$ cat config.mk
export PLATFORM = sky130hd
export DESIGN_NAME = async_serial_uart_core
export DESIGN_NICKNAME = d
export VERILOG_FILES = /design/src/uart_pkg.sv /design/src/rate_divider.sv /design/src/sync_fifo.sv /design/src/async_serial_uart_core.sv
export VERILOG_INCLUDE_DIRS = /design/src
export SDC_FILE = /design/constraint.sdc
export NUM_CORES = 1
export LEC_CHECK = 0
export ABC_CLOCK_PERIOD_IN_PS = 3790
export BUFFER_PORTS_ARGS = -buffer_cell sky130_fd_sc_hd__buf_4
export CAP_MARGIN = 20
export CORE_ASPECT_RATIO = 1.2
export CORE_UTILIZATION = 45
export DETAILED_ROUTE_END_ITERATION = 10
export SLEW_MARGIN = 20
export SYNTH_ARGS = -nofsm -noshare
export SYNTH_HDL_FRONTEND = slang
export SYNTH_SLANG_ARGS = --single-unit
$ cat constraint.sdc
create_clock -name ref_clk_i -period 3.79 [get_ports ref_clk_i]
set_input_delay 0 -clock ref_clk_i [delete_from_list [all_inputs] [get_ports ref_clk_i]]
set_output_delay 0 -clock ref_clk_i [all_outputs]
set_load 0.02 [all_outputs]
$ cat src/uart_cfg.svh
// timing and field constants of the asynchronous serial core
// How it works
// - eight data bits per character, least significant bit first on the line
// - low start bit opens, one or two high stop bits close each character
// - optional parity bit sent and checked, even or odd as selected
// - transmitter and receiver run apart but share rate and format
// - a 16-bit divider sets bit timing, or runs as a plain timer
// - holding-empty flag is 1 while the transmit register can take a byte
// - a written byte moves to the shifter and is sent without help
// - byte-available flag is 1 while a received byte waits unread
// - transmit interrupt stands while the transmit register is empty and transmit is enabled
// - in multinode mode the ninth bit marks address (1) or data (0)
// - parity is used only while multinode mode is off
// - flow gate enable decides whether the clear-to-send input holds transmit
// - transmit and receive each have an enable of their own
// - receiver flags framing, parity, overrun and break conditions
// - separate interrupt requests for transmitter and receiver
// - a driver enable output steers an external transceiver while sending
// - selectable 9-bit multinode mode with three receive interrupt schemes
// - ninth bit sits right after the data bits and before the stop bits
// - clear-to-send sampled one clock before each character; a started one finishes
// - scheme 01 all addresses, 10 matched address and data, 11 matched data only
`ifndef UART_CFG_SVH
`define UART_CFG_SVH
`define UART_OS_LAST    4'hF
`define UART_OS_HALF    4'h7
`define UART_BITS_LAST  3'h7
`define UART_FIFO_DEPTH 32
`define UART_DIV_WIDTH  16
`endif

$ cat src/uart_pkg.sv
// state and mode types of the asynchronous serial core
package uart_pkg;
  typedef enum logic [2:0] {
    TX_IDLE  = 3'h0,
    TX_START = 3'h1,
    TX_DATA  = 3'h2,
    TX_NINTH = 3'h3,
    TX_STOP  = 3'h4
  } tx_state_t;
  typedef enum logic [2:0] {
    RX_IDLE  = 3'h0,
    RX_START = 3'h1,
    RX_DATA  = 3'h2,
    RX_NINTH = 3'h3,
    RX_STOP  = 3'h4
  } rx_state_t;
  typedef enum logic [1:0] {
    MN_EVERY      = 2'h0,
    MN_ADDR_ALL   = 2'h1,
    MN_MATCH_ALL  = 2'h2,
    MN_MATCH_DATA = 2'h3
  } mn_scheme_t;
endpackage

$ cat src/rate_divider.sv
// programmable rate divider producing a one-cycle tick
`timescale 1ns/1ns
`default_nettype none
module rate_divider #(
  parameter int W = 16
) (
  input  wire logic         ref_clk_i,
  input  wire logic         rst_n_i,
  input  wire logic [W-1:0] divisor_i,
  output logic              tick_o
);
  logic [W-1:0] cnt_q;
  // zero and one both mean divide by one
  wire at_end = (cnt_q <= {{(W-1){1'b0}}, 1'b1});

  always_ff @(posedge ref_clk_i or negedge rst_n_i) begin
    if (!rst_n_i) begin
      cnt_q  <= '0;
      tick_o <= 1'b0;
    end else begin
      cnt_q  <= at_end ? divisor_i : cnt_q - 1'b1;
      tick_o <= at_end;
    end
  end

  a_tick_spacing: assert property (
    @(posedge ref_clk_i) disable iff (!rst_n_i)
    tick_o && divisor_i > 2 && $stable(divisor_i) |=> !tick_o)
    else $error("divider ticked twice in a row");
endmodule
`default_nettype wire

$ cat src/sync_fifo.sv
// synchronous flip-flop fifo with valid and ready on both sides
`timescale 1ns/1ns
`default_nettype none
module sync_fifo #(
  parameter int W = 8,
  parameter int D = 32
) (
  input  wire logic         ref_clk_i,
  input  wire logic         rst_n_i,
  // filling side
  input  wire logic         wr_valid_i,
  output logic              wr_ready_o,
  input  wire logic [W-1:0] wr_data_i,
  // draining side
  output logic              rd_valid_o,
  input  wire logic         rd_ready_i,
  output logic [W-1:0]      rd_data_o
);
  localparam int AW = $clog2(D);
  logic [W-1:0]  mem_q [D];
  logic [AW-1:0] wp_q, rp_q;
  logic [AW:0]   cnt_q;
  wire do_wr = wr_valid_i & wr_ready_o;
  wire do_rd = rd_ready_i & rd_valid_o;
  wire [AW:0] cnt_d = cnt_q + {{AW{1'b0}}, do_wr} - {{AW{1'b0}}, do_rd};
  assign rd_data_o = mem_q[rp_q];

  always_ff @(posedge ref_clk_i) begin
    if (do_wr) begin
      mem_q[wp_q] <= wr_data_i;
    end
  end

  always_ff @(posedge ref_clk_i or negedge rst_n_i) begin
    if (!rst_n_i) begin
      wp_q       <= '0;
      rp_q       <= '0;
      cnt_q      <= '0;
      wr_ready_o <= 1'b1;
      rd_valid_o <= 1'b0;
    end else begin
      wp_q       <= do_wr ? wp_q + 1'b1 : wp_q;
      rp_q       <= do_rd ? rp_q + 1'b1 : rp_q;
      cnt_q      <= cnt_d;
      wr_ready_o <= (cnt_d != D[AW:0]);
      rd_valid_o <= (cnt_d != '0);
    end
  end

  a_fifo_bounds: assert property (
    @(posedge ref_clk_i) disable iff (!rst_n_i)
    (cnt_q == D[AW:0]) |-> !wr_ready_o && rd_valid_o)
    else $error("fifo full but flags disagree");
endmodule
`default_nettype wire

$ cat src/async_serial_uart_core.sv
// full-duplex asynchronous serial transceiver with multinode support
`timescale 1ns/1ns
`default_nettype none
`include "uart_cfg.svh"
module async_serial_uart_core #(
  parameter int DIV_W      = `UART_DIV_WIDTH,
  parameter int FIFO_DEPTH = `UART_FIFO_DEPTH
) (
  // clock and reset
  input  wire logic             ref_clk_i,
  input  wire logic             rst_n_i,
  // configuration
  input  wire logic [DIV_W-1:0] bit_rate_divider_i,
  input  wire logic             timer_mode_i,
  input  wire logic             tx_enable_i,
  input  wire logic             rx_enable_i,
  input  wire logic             parity_on_i,
  input  wire logic             parity_odd_i,
  input  wire logic             two_stop_i,
  input  wire logic             flow_gate_enable_i,
  input  wire logic             multinode_enable_i,
  input  wire logic [1:0]       multinode_irq_scheme_i,
  input  wire logic             ninth_bit_to_send_i,
  input  wire logic [7:0]       node_address_i,
  // transmit data
  input  wire logic [7:0]       tx_data_i,
  input  wire logic             tx_write_i,
  output logic                  tx_holding_empty_o,
  // receive data
  output logic [7:0]            rx_data_o,
  output logic                  rx_ninth_bit_o,
  output logic                  rx_new_frame_o,
  output logic                  rx_byte_available_o,
  input  wire logic             rx_read_i,
  // status and requests
  input  wire logic             err_clear_i,
  output logic                  framing_err_o,
  output logic                  parity_err_o,
  output logic                  overrun_err_o,
  output logic                  break_det_o,
  output logic                  tx_irq_o,
  output logic                  rx_irq_o,
  output logic                  timer_expired_o,
  // serial pins
  input  wire logic             rxd_i,
  input  wire logic             cts_n_i,
  output logic                  txd_o,
  output logic                  driver_enable_out_o
);
  logic tick_w;

  rate_divider #(.W(DIV_W)) u_div (
    .ref_clk_i (ref_clk_i),
    .rst_n_i   (rst_n_i),
    .divisor_i (bit_rate_divider_i),
    .tick_o    (tick_w)
  );

  // divider feeds either the serial logic or the timer, never both
  wire os_tick  = tick_w & ~timer_mode_i;
  wire ninth_on = multinode_enable_i | parity_on_i;

  function automatic logic par_of(input logic [7:0] d, input logic odd);
    par_of = odd ^ (^d);
  endfunction

  // ---------------- transmitter ----------------
  uart_pkg::tx_state_t tx_st_q, tx_st_d;
  logic [7:0] hold_q, tx_sh_q;
  logic       hold_full_q, hold_ninth_q, tx_ninth_q, cts_q;
  logic [3:0] tx_os_q;
  logic [2:0] tx_bit_q;

  wire tx_idle    = (tx_st_q == uart_pkg::TX_IDLE);
  wire tx_bit_end = os_tick & (tx_os_q == `UART_OS_LAST);
  // cts_q is the pin one clock before the start decision
  wire cts_ok     = ~flow_gate_enable_i | ~cts_q;
  wire tx_ready   = hold_full_q & tx_enable_i & cts_ok;
  wire tx_go      = tx_idle & tx_ready;
  wire tx_load    = tx_write_i & ~hold_full_q;
  wire hold_full_d = tx_load | (hold_full_q & ~tx_go);
  wire tx_ninth_v = multinode_enable_i ? hold_ninth_q
                                       : par_of(hold_q, parity_odd_i);
  wire tx_last_stop = ~two_stop_i | tx_bit_q[0];

  always_comb begin
    tx_st_d = tx_st_q;
    case (tx_st_q)
      uart_pkg::TX_IDLE:  if (tx_go) tx_st_d = uart_pkg::TX_START;
      uart_pkg::TX_START: if (tx_bit_end) tx_st_d = uart_pkg::TX_DATA;
      uart_pkg::TX_DATA: begin
        if (tx_bit_end && tx_bit_q == `UART_BITS_LAST) begin
          tx_st_d = ninth_on ? uart_pkg::TX_NINTH
                             : uart_pkg::TX_STOP;
        end
      end
      uart_pkg::TX_NINTH: if (tx_bit_end) tx_st_d = uart_pkg::TX_STOP;
      uart_pkg::TX_STOP: begin
        if (tx_bit_end && tx_last_stop) tx_st_d = uart_pkg::TX_IDLE;
      end
      default:            tx_st_d = uart_pkg::TX_IDLE;
    endcase
  end

  logic txd_d;
  always_comb begin
    case (tx_st_q)
      uart_pkg::TX_START: txd_d = 1'b0;
      uart_pkg::TX_DATA:  txd_d = tx_sh_q[0];
      uart_pkg::TX_NINTH: txd_d = tx_ninth_q;
      default:            txd_d = 1'b1;
    endcase
  end

  // txd lags the state by a cycle, so hold the driver through that cycle;
  // it also stays on across back-to-back characters
  wire de_d = (tx_st_d != uart_pkg::TX_IDLE) | ~tx_idle
              | (hold_full_d & tx_enable_i & cts_ok);

  always_ff @(posedge ref_clk_i or negedge rst_n_i) begin
    if (!rst_n_i) begin
      tx_st_q      <= uart_pkg::TX_IDLE;
      hold_q       <= 8'h00;
      hold_full_q  <= 1'b0;
      hold_ninth_q <= 1'b0;
      tx_sh_q      <= 8'h00;
      tx_ninth_q   <= 1'b0;
      tx_os_q      <= 4'h0;
      tx_bit_q     <= 3'h0;
      cts_q        <= 1'b1;
    end else begin
      tx_st_q     <= tx_st_d;
      hold_full_q <= hold_full_d;
      cts_q       <= cts_n_i;
      if (tx_load) begin
        hold_q       <= tx_data_i;
        hold_ninth_q <= ninth_bit_to_send_i;
      end
      if (tx_go) begin
        tx_sh_q    <= hold_q;
        tx_ninth_q <= tx_ninth_v;
        tx_os_q    <= 4'h0;
      end else if (!tx_idle && os_tick) begin
        tx_os_q <= tx_os_q + 4'h1;
      end
      if (tx_bit_end && tx_st_q == uart_pkg::TX_DATA) begin
        tx_sh_q <= {1'b0, tx_sh_q[7:1]};
      end
      tx_bit_q <= (tx_st_d != tx_st_q) ? 3'h0
                : tx_bit_end ? tx_bit_q + 3'h1 : tx_bit_q;
    end
  end

  always_ff @(posedge ref_clk_i or negedge rst_n_i) begin
    if (!rst_n_i) begin
      txd_o               <= 1'b1;
      driver_enable_out_o <= 1'b0;
      tx_holding_empty_o  <= 1'b1;
      tx_irq_o            <= 1'b0;
      timer_expired_o     <= 1'b0;
    end else begin
      txd_o               <= txd_d;
      driver_enable_out_o <= de_d;
      tx_holding_empty_o  <= ~hold_full_d;
      tx_irq_o            <= ~hold_full_d & tx_enable_i;
      timer_expired_o     <= tick_w & timer_mode_i;
    end
  end

  // ---------------- receiver ----------------
  uart_pkg::rx_state_t rx_st_q, rx_st_d;
  logic [7:0] rx_sh_q;
  logic [3:0] rx_os_q;
  logic [2:0] rx_bit_q;
  logic       rx_prev_q, rx_ninth_q, frame_match_q, new_pend_q;
  logic       fifo_wr_ready;

  wire rx_fall    = rx_prev_q & ~rxd_i;
  wire rx_half    = os_tick & (rx_os_q == `UART_OS_HALF);
  wire rx_bit_end = os_tick & (rx_os_q == `UART_OS_LAST);
  wire rx_done    = (rx_st_q == uart_pkg::RX_STOP) & rx_bit_end;
  wire fr_err     = rx_done & ~rxd_i;
  wire brk        = fr_err & (rx_sh_q == 8'h00)
                    & ~(ninth_on & rx_ninth_q);
  wire par_err    = rx_done & parity_on_i & ~multinode_enable_i
                    & (rx_ninth_q != par_of(rx_sh_q, parity_odd_i));
  wire is_addr    = multinode_enable_i & rx_ninth_q;
  wire addr_hit   = (rx_sh_q == node_address_i);

  // which received characters reach software
  wire [1:0] scheme = multinode_enable_i ? multinode_irq_scheme_i : 2'h0;
  logic keep;
  always_comb begin
    case (uart_pkg::mn_scheme_t'(scheme))
      uart_pkg::MN_EVERY:      keep = 1'b1;
      uart_pkg::MN_ADDR_ALL:   keep = is_addr;
      uart_pkg::MN_MATCH_ALL:  keep = is_addr ? addr_hit : frame_match_q;
      uart_pkg::MN_MATCH_DATA: keep = ~is_addr & frame_match_q;
      default:                 keep = 1'b1;
    endcase
  end

  // a break character is flagged, not queued
  wire push    = rx_done & keep & ~brk;
  wire overrun = push & ~fifo_wr_ready;
  wire new_frm = new_pend_q & ~is_addr & multinode_enable_i;

  always_comb begin
    rx_st_d = rx_st_q;
    case (rx_st_q)
      uart_pkg::RX_IDLE: begin
        if (rx_enable_i && rx_fall) rx_st_d = uart_pkg::RX_START;
      end
      uart_pkg::RX_START: begin
        if (rx_half) begin
          rx_st_d = rxd_i ? uart_pkg::RX_IDLE : uart_pkg::RX_DATA;
        end
      end
      uart_pkg::RX_DATA: begin
        if (rx_bit_end && rx_bit_q == `UART_BITS_LAST) begin
          rx_st_d = ninth_on ? uart_pkg::RX_NINTH : uart_pkg::RX_STOP;
        end
      end
      uart_pkg::RX_NINTH: if (rx_bit_end) rx_st_d = uart_pkg::RX_STOP;
      uart_pkg::RX_STOP:  if (rx_bit_end) rx_st_d = uart_pkg::RX_IDLE;
      default:            rx_st_d = uart_pkg::RX_IDLE;
    endcase
  end

  always_ff @(posedge ref_clk_i or negedge rst_n_i) begin
    if (!rst_n_i) begin
      rx_st_q       <= uart_pkg::RX_IDLE;
      rx_sh_q       <= 8'h00;
      rx_os_q       <= 4'h0;
      rx_bit_q      <= 3'h0;
      rx_prev_q     <= 1'b1;
      rx_ninth_q    <= 1'b0;
      frame_match_q <= 1'b0;
      new_pend_q    <= 1'b0;
    end else begin
      rx_st_q   <= rx_st_d;
      rx_prev_q <= rxd_i;
      // restart at the start-bit centre so later samples hit bit centres
      if (rx_st_q == uart_pkg::RX_IDLE || rx_half && rx_st_q ==
          uart_pkg::RX_START) begin
        rx_os_q <= 4'h0;
      end else if (os_tick) begin
        rx_os_q <= rx_os_q + 4'h1;
      end
      if (rx_bit_end && rx_st_q == uart_pkg::RX_DATA) begin
        rx_sh_q <= {rxd_i, rx_sh_q[7:1]};
      end
      if (rx_bit_end && rx_st_q == uart_pkg::RX_NINTH) begin
        rx_ninth_q <= rxd_i;
      end else if (rx_st_q == uart_pkg::RX_IDLE) begin
        rx_ninth_q <= 1'b0;
      end
      rx_bit_q <= (rx_st_d != rx_st_q) ? 3'h0
                : rx_bit_end ? rx_bit_q + 3'h1 : rx_bit_q;
      if (rx_done && is_addr) begin
        frame_match_q <= addr_hit;
        new_pend_q    <= addr_hit;
      end else if (push && new_frm && fifo_wr_ready) begin
        new_pend_q <= 1'b0;
      end
    end
  end

  // sticky error flags: a new event beats a simultaneous clear
  always_ff @(posedge ref_clk_i or negedge rst_n_i) begin
    if (!rst_n_i) begin
      framing_err_o <= 1'b0;
      parity_err_o  <= 1'b0;
      overrun_err_o <= 1'b0;
      break_det_o   <= 1'b0;
      rx_irq_o      <= 1'b0;
    end else begin
      framing_err_o <= fr_err | (framing_err_o & ~err_clear_i);
      parity_err_o  <= par_err | (parity_err_o & ~err_clear_i);
      overrun_err_o <= overrun | (overrun_err_o & ~err_clear_i);
      break_det_o   <= brk | (break_det_o & ~err_clear_i);
      rx_irq_o      <= rx_byte_available_o | framing_err_o | parity_err_o
                       | overrun_err_o | break_det_o;
    end
  end

  sync_fifo #(.W(10), .D(FIFO_DEPTH)) u_rx_fifo (
    .ref_clk_i  (ref_clk_i),
    .rst_n_i    (rst_n_i),
    .wr_valid_i (push),
    .wr_ready_o (fifo_wr_ready),
    .wr_data_i  ({new_frm, rx_ninth_q, rx_sh_q}),
    .rd_valid_o (rx_byte_available_o),
    .rd_ready_i (rx_read_i),
    .rd_data_o  ({rx_new_frame_o, rx_ninth_bit_o, rx_data_o})
  );

  // ---------------- checks ----------------
  a_start_bit_low: assert property (
    @(posedge ref_clk_i) disable iff (!rst_n_i)
    tx_st_q == uart_pkg::TX_START |=> !txd_o)
    else $error("start bit not low");
  a_stop_bit_high: assert property (
    @(posedge ref_clk_i) disable iff (!rst_n_i)
    tx_st_q == uart_pkg::TX_STOP |=> txd_o)
    else $error("stop bit not high");
  a_data_lsb_first: assert property (
    @(posedge ref_clk_i) disable iff (!rst_n_i)
    tx_st_q == uart_pkg::TX_DATA |=> txd_o == $past(tx_sh_q[0]))
    else $error("data bit order wrong");
  a_even_parity: assert property (
    @(posedge ref_clk_i) disable iff (!rst_n_i)
    tx_go && parity_on_i && !multinode_enable_i && !parity_odd_i
    |=> !(^{tx_sh_q, tx_ninth_q}))
    else $error("even parity wrong");
  a_ninth_addr_bit: assert property (
    @(posedge ref_clk_i) disable iff (!rst_n_i)
    tx_go && multinode_enable_i |=> tx_ninth_q == $past(hold_ninth_q))
    else $error("ninth bit not taken from setting");
  a_cts_holds: assert property (
    @(posedge ref_clk_i) disable iff (!rst_n_i)
    tx_idle && flow_gate_enable_i && cts_q |=> tx_st_q == uart_pkg::TX_IDLE)
    else $error("started while clear-to-send deasserted");
  a_hold_flag: assert property (
    @(posedge ref_clk_i) disable iff (!rst_n_i)
    tx_holding_empty_o == !hold_full_q)
    else $error("holding-empty flag wrong");
  a_hold_taken: assert property (
    @(posedge ref_clk_i) disable iff (!rst_n_i)
    tx_write_i && tx_holding_empty_o |=> !tx_holding_empty_o)
    else $error("accepted byte did not fill holding register");
  a_tx_irq_empty: assert property (
    @(posedge ref_clk_i) disable iff (!rst_n_i)
    tx_holding_empty_o && tx_enable_i && !tx_write_i |=> tx_irq_o)
    else $error("transmit request missing while empty");
  a_de_covers_tx: assert property (
    @(posedge ref_clk_i) disable iff (!rst_n_i)
    !tx_idle |-> driver_enable_out_o)
    else $error("driver enable low during character");
  a_de_last_stop: assert property (
    @(posedge ref_clk_i) disable iff (!rst_n_i)
    !tx_idle |=> driver_enable_out_o)
    else $error("driver enable dropped before stop bit ended");
  a_framing_flag: assert property (
    @(posedge ref_clk_i) disable iff (!rst_n_i)
    fr_err |=> framing_err_o [*2])
    else $error("framing error not held");
  a_overrun_flag: assert property (
    @(posedge ref_clk_i) disable iff (!rst_n_i)
    push && !fifo_wr_ready |=> overrun_err_o)
    else $error("overrun not flagged");
endmodule
`default_nettype wire

==> results.txt, run 1 <==
- The worst hold path terminates at u_rx_fifo.wp_q[0]$_DFFE_PN0P_.
- Total instance count after detailed placement: 1549
- Via count of the first global-routing pass: ~9600
- Highest achievable clock rate: 291 MHz
* Met1 capacity usage during global routing: between 20% and 30%
* Global-route wire length before repair: 55.9 mm
- Yosys attributes the largest share of cell area to edfxtp_1 (56%), dfrtp_1 (13%), mux4_2 (13%).
* Max rail drop VDD: 373 uV
- Clock latency on the worst-skew pair, taken at its later pin, is about 0.54 ns.
- The clock period could shrink to 3.43 ns.
- Number of clock sinks: 417
* Max-slew headroom: 20.2%
- The first routing iteration left 512 violations.
* Reg2Reg Depth: 12
- The flow ran to the end, but the final reports show violations.
- The Yosys step of the flow raised 0 warnings.
- Core area: 0.0379 mm^2
- Drt total wl: between 30 and 40 mm
- Final number of setup-violating endpoints: 0
- The worst register-to-register path begins at rx_os_q[0]$_DFFE_PN0P_.
- After detailed routing, the number of remaining DRC violations is 0.
- Summed over all instances, the cell type with the most area after synthesis is edfxtp_1.
- Overall die height: 217 um
- The tree is rooted in a clkbuf_16.
- 0 antenna diodes ended up in the layout.
* Initial cell density of the core: between 40% and 50%
- The die covers ~0.039 mm^2.
* Sequential area share after synthesis: 69.6%
- Minimum setup slack among reg-to-reg paths: 0.36 ns
- The mapped netlist covers 0.0173 mm^2.
- Total setup buffers inserted after CTS: 0
- Number of routed nets with antenna violations: 0
* Post-DP HPWL: about 23 mm
- Across all hold checks on the routed design, the worst slack comes to -0.00249 ns.
- Counting flops with a built-in enable in the synthesized netlist gives 320.
- Between clock sinks in the finished design, the worst skew comes to 0.0160 ns.
* First-pass iteration count of the detailed router: 4
* Top Ports: 71
- The area growth from synthesis to layout is 18.9%.
- Most congested layer reported by global routing: met2
- The worst setup path is captured at a flip-flop.
* Syn_nets: 1058
* Static Leak: about 6.4 nW
- Routability congestion estimate: 0.820
- Count of distinct cell types in the synthesized netlist: 63
* Mean number of vias per cell: 5.47
- Hold Path Class: in -> reg
* Clock-pin slew reported for the worst setup and hold paths after clock tree synthesis: 0.06 ns
- Violated checks: negative hold slack
- Averaged over all synthesized cells, the footprint is 17.6 um^2.
* Initial antenna violation count: 0
- H-tree Lvls: 2
- TritonCTS created 42 clock buffers.
* Max-slew violations: 0
- In the final design database the tool counted 1232 nets.
- Power spread over the standard cell area amounts to 549 mW/mm^2.
- For met2 alone, demand over resource in global routing was roughly 32%.
- Critical-path maximum fanout: 8
* Chip width: between 150 and 200 um
* Most instantiated flip-flop cell in the synthesis netlist: edfxtp_1
- Number of synthesized register bits: 417
- Hold path startpoint: multinode_irq_scheme_i[0]
- The initialized floorplan defines 78 standard-cell rows.
* Setup repair after global routing missed its margin: false
- At the worst endpoint, the required time is 4.19 ns.
* Fraction of final layout cells with drive strength greater than 1: between 20% and 30%
- Finished Layout Cells: between 1500 and 2000
* Vias post-DR: 9139
- Synthesis produced a netlist whose cell count is 984.
- Endpoint of the worst-slack reg-to-reg timing path: u_rx_fifo.rd_valid_o$_DFF_PN0_
- STA classifies the critical path startpoint as a flip-flop.
- Global routing finished with a remaining overflow of 0.
* All-layer global routing usage: between 10% and 20%
- Number of buffers on the longest clock path: 3
- Kind of critical path: reg -> reg
- WHS Path Cells: 4
* Final hold vios: 1
- Met3 layer usage reported by global route: 2.81%
- CTS tree: built
- DR WL/cell: 21.5 um
- Transition time at the pin with the least slew margin: 1.20 ns
* Pin count of the biggest net entering global routing: 41
- Adding up every negative setup slack in the final design gives 0 ns.
- In the finished design, the share of the clock period the worst path needs comes to approximately nine tenths.
- Reported max-cap violation count: 0
- After filler insertion, the fill cell instance count of the layout stands at 3013.
- Port Buffer Count: 70
- Fraction of post-synthesis cell area in the top cell type by area: a little under three fifths
- Fraction of registers with async set or reset after synthesis: between 20% and 30%
- Arr. time, crit path: 3.83 ns
## stage by stage
step	instance area, um^2	power [W]	worst slack (ns)	util, %	hold WS (ns)
6_report	20600	0.0113	0.358	54.4	-0.00249
5_1_grt	20600	0.0118	0.0497	54.4	0.0124
2_1_floorplan	17300	0.00664	0.175	-	-0.296
3_3_place_gp	18700	0.00719	0.390	49.5	-0.00237
3_5_place_dp	18700	0.00721	0.329	49.5	-0.00515
4_1_cts	20600	0.0115	0.292	54.4	0.0168
## worst max path at each step
| stage | slack [ns] | endpoint | depth (start not counted) | start |
|---|---|---|---|---|
| after CTS | 0.29 | u_rx_fifo.rd_valid_o$_DFF_PN0_ | 12 | rx_sh_q[6]$_DFFE_PN0P_ |
| final | 0.36 | u_rx_fifo.rd_valid_o$_DFF_PN0_ | 12 | rx_os_q[0]$_DFFE_PN0P_ |
| after global placement | 0.39 | u_rx_fifo.rd_valid_o$_DFF_PN0_ | 12 | rx_os_q[0]$_DFFE_PN0P_ |
| after floorplan | 0.18 | u_rx_fifo.rd_valid_o$_DFF_PN0_ | 10 | rx_ninth_q$_DFFE_PN0P_ |
| after detailed placement | 0.33 | u_rx_fifo.rd_valid_o$_DFF_PN0_ | 12 | rx_os_q[0]$_DFFE_PN0P_ |
| after global routing | 0.05 | u_rx_fifo.rd_valid_o$_DFF_PN0_ | 12 | rx_os_q[0]$_DFFE_PN0P_ |
## placed cells by master, fill, tap and decap left out, types with 12 or more instances in the layout
master and count:
a21oi_1 12, buf_4 129, clkbuf_1 14, clkbuf_16 45, dfrtp_1 90, dlygate4sd3_1 44, edfxtp_1 320, ha_1 23
inv_1 35, mux2_2 22, mux4_2 100, nand2_1 42, nand3_1 15, nor2_1 53, nor2b_1 16, nor3_1 16
o21ai_0 27, xnor2_1 38, xor2_1 14
## critical path, stage by stage, from the launching register on
cell and delay [ns]:
dfrtp_1 0.38, ha_1 0.23, nand4_1 0.12, nor4_1 0.21, buf_4 0.17, and3_1 0.30, and2_1 0.25, ha_1 0.20
inv_1 0.06, fa_1 0.50, inv_1 0.05, nor4_1 0.34, or3b_2 0.48
## layout make-up
class	instances	area [um^2]	area share, %
flip-flops and latches	417	12100	58.5
multi-input cells	486	4940	24.0
repair buffers	176	1470	7.14
clock buffers	60	1190	5.79
well taps	480	601	2.92
clock inverters	16	201	0.979
inverters	35	131	0.638
## what timing repair did
item	CTS	global route
hold endpoints to repair	149	0
setup endpoints to repair	0	1
gates resized for setup	0	1
hold buffers	45	0
## registers in the layout, summed over array words and instances, names as in the netlist, 3 cells and up
name             flops
u_rx_fifo.mem_q    320
u_div.cnt_q         16
hold_q               8
rx_sh_q              8
tx_sh_q              8
u_rx_fifo.cnt_q      6
u_rx_fifo.rp_q       5
u_rx_fifo.wp_q       5
rx_os_q              4
tx_os_q              4
rx_bit_q             3
rx_st_q              3
tx_bit_q             3
tx_st_q              3
## routing by layer
metal,vias to the layer above,wire (um)
li1,4175,-
met1,4714,15600
met2,203,17800
met3,47,1480
met4,0,955
met5,-,0
## synth_stat cells (10+ instances only)
master	n
nor3_1	17
nor2b_1	16
inv_1	35
a21o_1	11
mux4_2	100
ha_1	23
nand4_1	10
xor2_1	14
a21oi_1	12
buf_2	10
nor2_1	53
mux2i_1	11
nand3_1	15
clkbuf_1	30
mux2_2	22
nand2_1	42
dfrtp_1	92
xnor2_1	38
edfxtp_1	320
o21ai_0	27
## logic make-up (layout without fill, tap and decap cells)
| group | after synthesis | after routing | share of synthesized area (%) |
|---|---|---|---|
| simple gates | 193 | 193 | 5.70 |
| fa+ha+maj | 24 | 24 | 1.78 |
| flops | 417 | 417 | 69.6 |
| xor+xnor | 53 | 53 | 2.76 |
| buf+inv | 81 | 287 | 1.94 |
| compound gates | 83 | 83 | 3.17 |
| mux | 133 | 133 | 15.1 |
## where the power goes
| part | total, W | switching, W | internal, W |
|---|---|---|---|
| Combinational | 0.00176 | 0.000814 | 0.000947 |
| Sequential | 0.00534 | 0.000326 | 0.00501 |
| Clock | 0.00419 | 0.00166 | 0.00253 |
| Total | 0.0113 | 0.00280 | 0.00849 |
No activity file was read; power rests on OpenSTA's default activity.
==> run 2: changes to the inputs <==
--- a/config.mk
+++ b/config.mk
@@ -6,7 +6,7 @@
 export SDC_FILE = /design/constraint.sdc
 export NUM_CORES = 1
 export LEC_CHECK = 0
-export ABC_CLOCK_PERIOD_IN_PS = 3790
+export ABC_CLOCK_PERIOD_IN_PS = 4380
 export BUFFER_PORTS_ARGS = -buffer_cell sky130_fd_sc_hd__buf_4
 export CAP_MARGIN = 20
 export CORE_ASPECT_RATIO = 1.2
==> constraint.sdc (replaced) <==
create_clock -name ref_clk_i -period 4.38 [get_ports ref_clk_i]
set_input_delay 0 -clock ref_clk_i [delete_from_list [all_inputs] [get_ports ref_clk_i]]
set_output_delay 0 -clock ref_clk_i [all_outputs]
set_load 0.02 [all_outputs]
==> run 2 against run 1 <==
Compared with the run above:
- the flow now finishes without violations
- clock power fell by 20%
- critical endpoint unchanged
- wire length fell by 2.4%
- highest routed layer unchanged
- total power fell by 16%
- combinational power fell by 23%
- worst hold slack improved by 0.026 ns
- sequential cell count did not move
- final area fell by 1.1%
- largest power group unchanged
- critical path depth fell by 1
==> results.txt, run 2 (synthesized netlist as in run 1, its figures left out) <==
- Most frequent standard cell in the layout excluding fill and tap cells: edfxtp_1
* Max-slew violations: 0
- Setup repair after global routing missed its margin: false
- The library cells used most frequently in the layout, excluding fill and tap cells, are edfxtp_1 (320), buf_4 (118), mux4_2 (100).
- Count of instances resized after the clock tree is built: 0
* Total setup buffers inserted after CTS: 0
* Finished Layout Cells: 1652
* P per Cell Area: 464 mW/mm^2
* Critical-path maximum fanout: 8
- The via count of the first global-routing pass came to 9499.
- For this design the static power due to leakage is about 6.3 nW.
* All-layer global routing usage: between 10% and 20%
- For this configuration, the core starts out at a cell density of 45.7%.
- The setup path with the least slack is of type reg -> reg.
- Hold Path Class: in -> reg
- The repair_antennas step left the layout with diodes totalling 0.
- Setup violations remaining at the end of the flow were counted as 0.
* Final net count: 1216
- After clock tree synthesis, the clock-pin slew on the worst setup and hold paths is about 0.06 ns.
- Final hold vios: 0
* Instance area after placement: around 0.019 mm^2
- In this run the standard cell core region covers around 0.038 mm^2.
* Number of core rows: just under 80
- Number of clock sinks: around 420
* Minimum clock period: 3.77 ns
- Max rail drop VDD: 296 uV
- In this run the number of H-tree levels came out at 2.
- Overall die height: 217 um
- At the worst endpoint, the arrival time is 4.18 ns.
- In the final routed layout, each cell accounts on average for 21.2 um.
- The first global-routing pass estimated 55.1 mm of wire.
* Final worst-path cycle share: 86.0%
- Top Ports: 71
- In the routed design, unresolved DRC markers number 0.
- Fill cells in the final layout number 2985.
- DP Worst Slack: 0.649 ns
* Drt total wl: around 35 mm
- Kind of end point of the critical path: flip-flop
* Worst Setup Start Kind: flip-flop
* Max-slew headroom: 34.0%
- The register with the most flip-flops in the layout has 320 of them.
- Reported max-cap violation count: 0
* Initial drt markers: 578
- Number of routed nets with antenna violations: 0
- First-pass iteration count of the detailed router: 5
- The largest registers in the layout are u_rx_fifo.mem_q: 320 flops, u_div.cnt_q: 16 flops.
* Register ranked first by flip-flop count: u_rx_fifo.mem_q
- Fraction of final layout cells with drive strength greater than 1: 27.0%
- Global route overflow: 0
- Chip width: 181 um
* Transition time at the pin with the least slew margin: 0.986 ns
- Finished Cell Area: 0.0203 mm^2
* Post-DP HPWL: 22.8 mm
* Highest achievable clock rate: ~270 MHz
- The routed layout has about 9000 vias.
- After detailed routing, the number of vias per cell comes to 5.47.
* Die area: 0.0393 mm^2
- Entering global routing, the biggest net connects 70 pins.
- CTS root buf: clkbuf_16
- Data required time of the critical path: 4.79 ns
* Number of buffers created by CTS: 41
- The flow ran to the end, and the final reports show no timing, DRC or antenna violations.
- CTS tree: built
- Port Buffer Count: 70
* Tightest hold margin: 0.0233 ns
* Post-synthesis to final-layout area growth: 17.6%
* Least setup slack across all paths after layout: 0.614 ns
* Worst-case clock skew: 0.0135 ns
* Total Negative Setup Slacks: 0 ns
* Routability congestion estimate: approximately 0.84
* Clock insertion delay at the later pin of the skew report: 0.54 ns
- Total instance count after detailed placement: 1538
* Number of buffers on the longest clock path: 3
* Initial antenna violation count: 0
## run 2: cell types whose count changed in the layout (fill, tap and decap cells not counted), moves of 2 or more
cell and change:
buf_4 -11, bufinv_16 -4, clkbuf_8 +5, clkbuf_16 -2, clkinv_2 +3, clkbuf_1 -4
dlygate4sd3_1 -3
## run 2: final cells by class
cell class | count | area (um^2) | area share [%]
Inverter | 35 | 131 | 0.646
Multi-Input combinational cell | 486 | 4940 | 24.3
Tap cell | 480 | 601 | 2.95
Clock buffer | 59 | 1200 | 5.88
Clock inverter | 14 | 96.3 | 0.473
Timing Repair Buffer | 161 | 1340 | 6.57
Sequential cell | 417 | 12100 | 59.2
## run 2: metal layers
| layer | part of all wire [%] | wire length (um) | GRT usage [%] | vias to the layer above |
|---|---|---|---|---|
| li1 | - | - | - | 4139 |
| met1 | 44 | 15400 | 24.7 | 4649 |
| met2 | 49 | 17300 | 31.1 | 207 |
| met3 | 4.1 | 1420 | 2.78 | 46 |
| met4 | 2.8 | 965 | 6.67 | 0 |
| met5 | 0 | 0 | 0 | - |
## run 2: path summary, 6_finish.rpt
check                                          start                        endpoint  slack, ns  depth (start not counted)
max                           rx_os_q[0]$_DFFE_PN0P_  u_rx_fifo.rd_valid_o$_DFF_PN0_       0.61                         11
min                                node_address_i[1]       frame_match_q$_DFFE_PN0P_       0.02                          5
max reg2reg                   rx_os_q[0]$_DFFE_PN0P_  u_rx_fifo.rd_valid_o$_DFF_PN0_       0.61                         11
min reg2reg                frame_match_q$_DFFE_PN0P_       frame_match_q$_DFFE_PN0P_       0.48                          1
max in group asynchronous                    rst_n_i   u_rx_fifo.rp_q[0]$_DFFE_PN0P_       3.25                          3
min in group asynchronous                    rst_n_i           hold_q[6]$_DFFE_PN0P_       0.14                          2
## run 2: timing repair
action                     in CTS  in global routing
hold buffers                   41                  0
setup endpoints to repair       0                  0
hold endpoints to repair      117                  0
## run 2: through the flow
step           utilization [%]  power (W)
2_1_floorplan                -    0.00574
3_3_place_gp              49.2    0.00617
3_5_place_dp              49.2    0.00619
4_1_cts                   53.7    0.00959
5_1_grt                   53.7    0.00987
6_report                  53.7    0.00945
## run 2: worst max-delay path: stages, from the launching register on
cell	delay, ns
dfrtp_1	0.39
ha_1	0.24
nand4_1	0.12
nor4_1	0.53
and3_1	0.41
and2_0	0.30
ha_1	0.21
inv_1	0.06
fa_1	0.50
inv_1	0.05
nor4_1	0.34
or3b_2	0.48
## run 2: power by group
group          leakage [nW]  switching (W)  internal [W]
Clock                 0.639        0.00141       0.00196
Sequential             3.22       0.000403       0.00434
Combinational          2.42       0.000548      0.000798
Total                  6.28        0.00236       0.00709
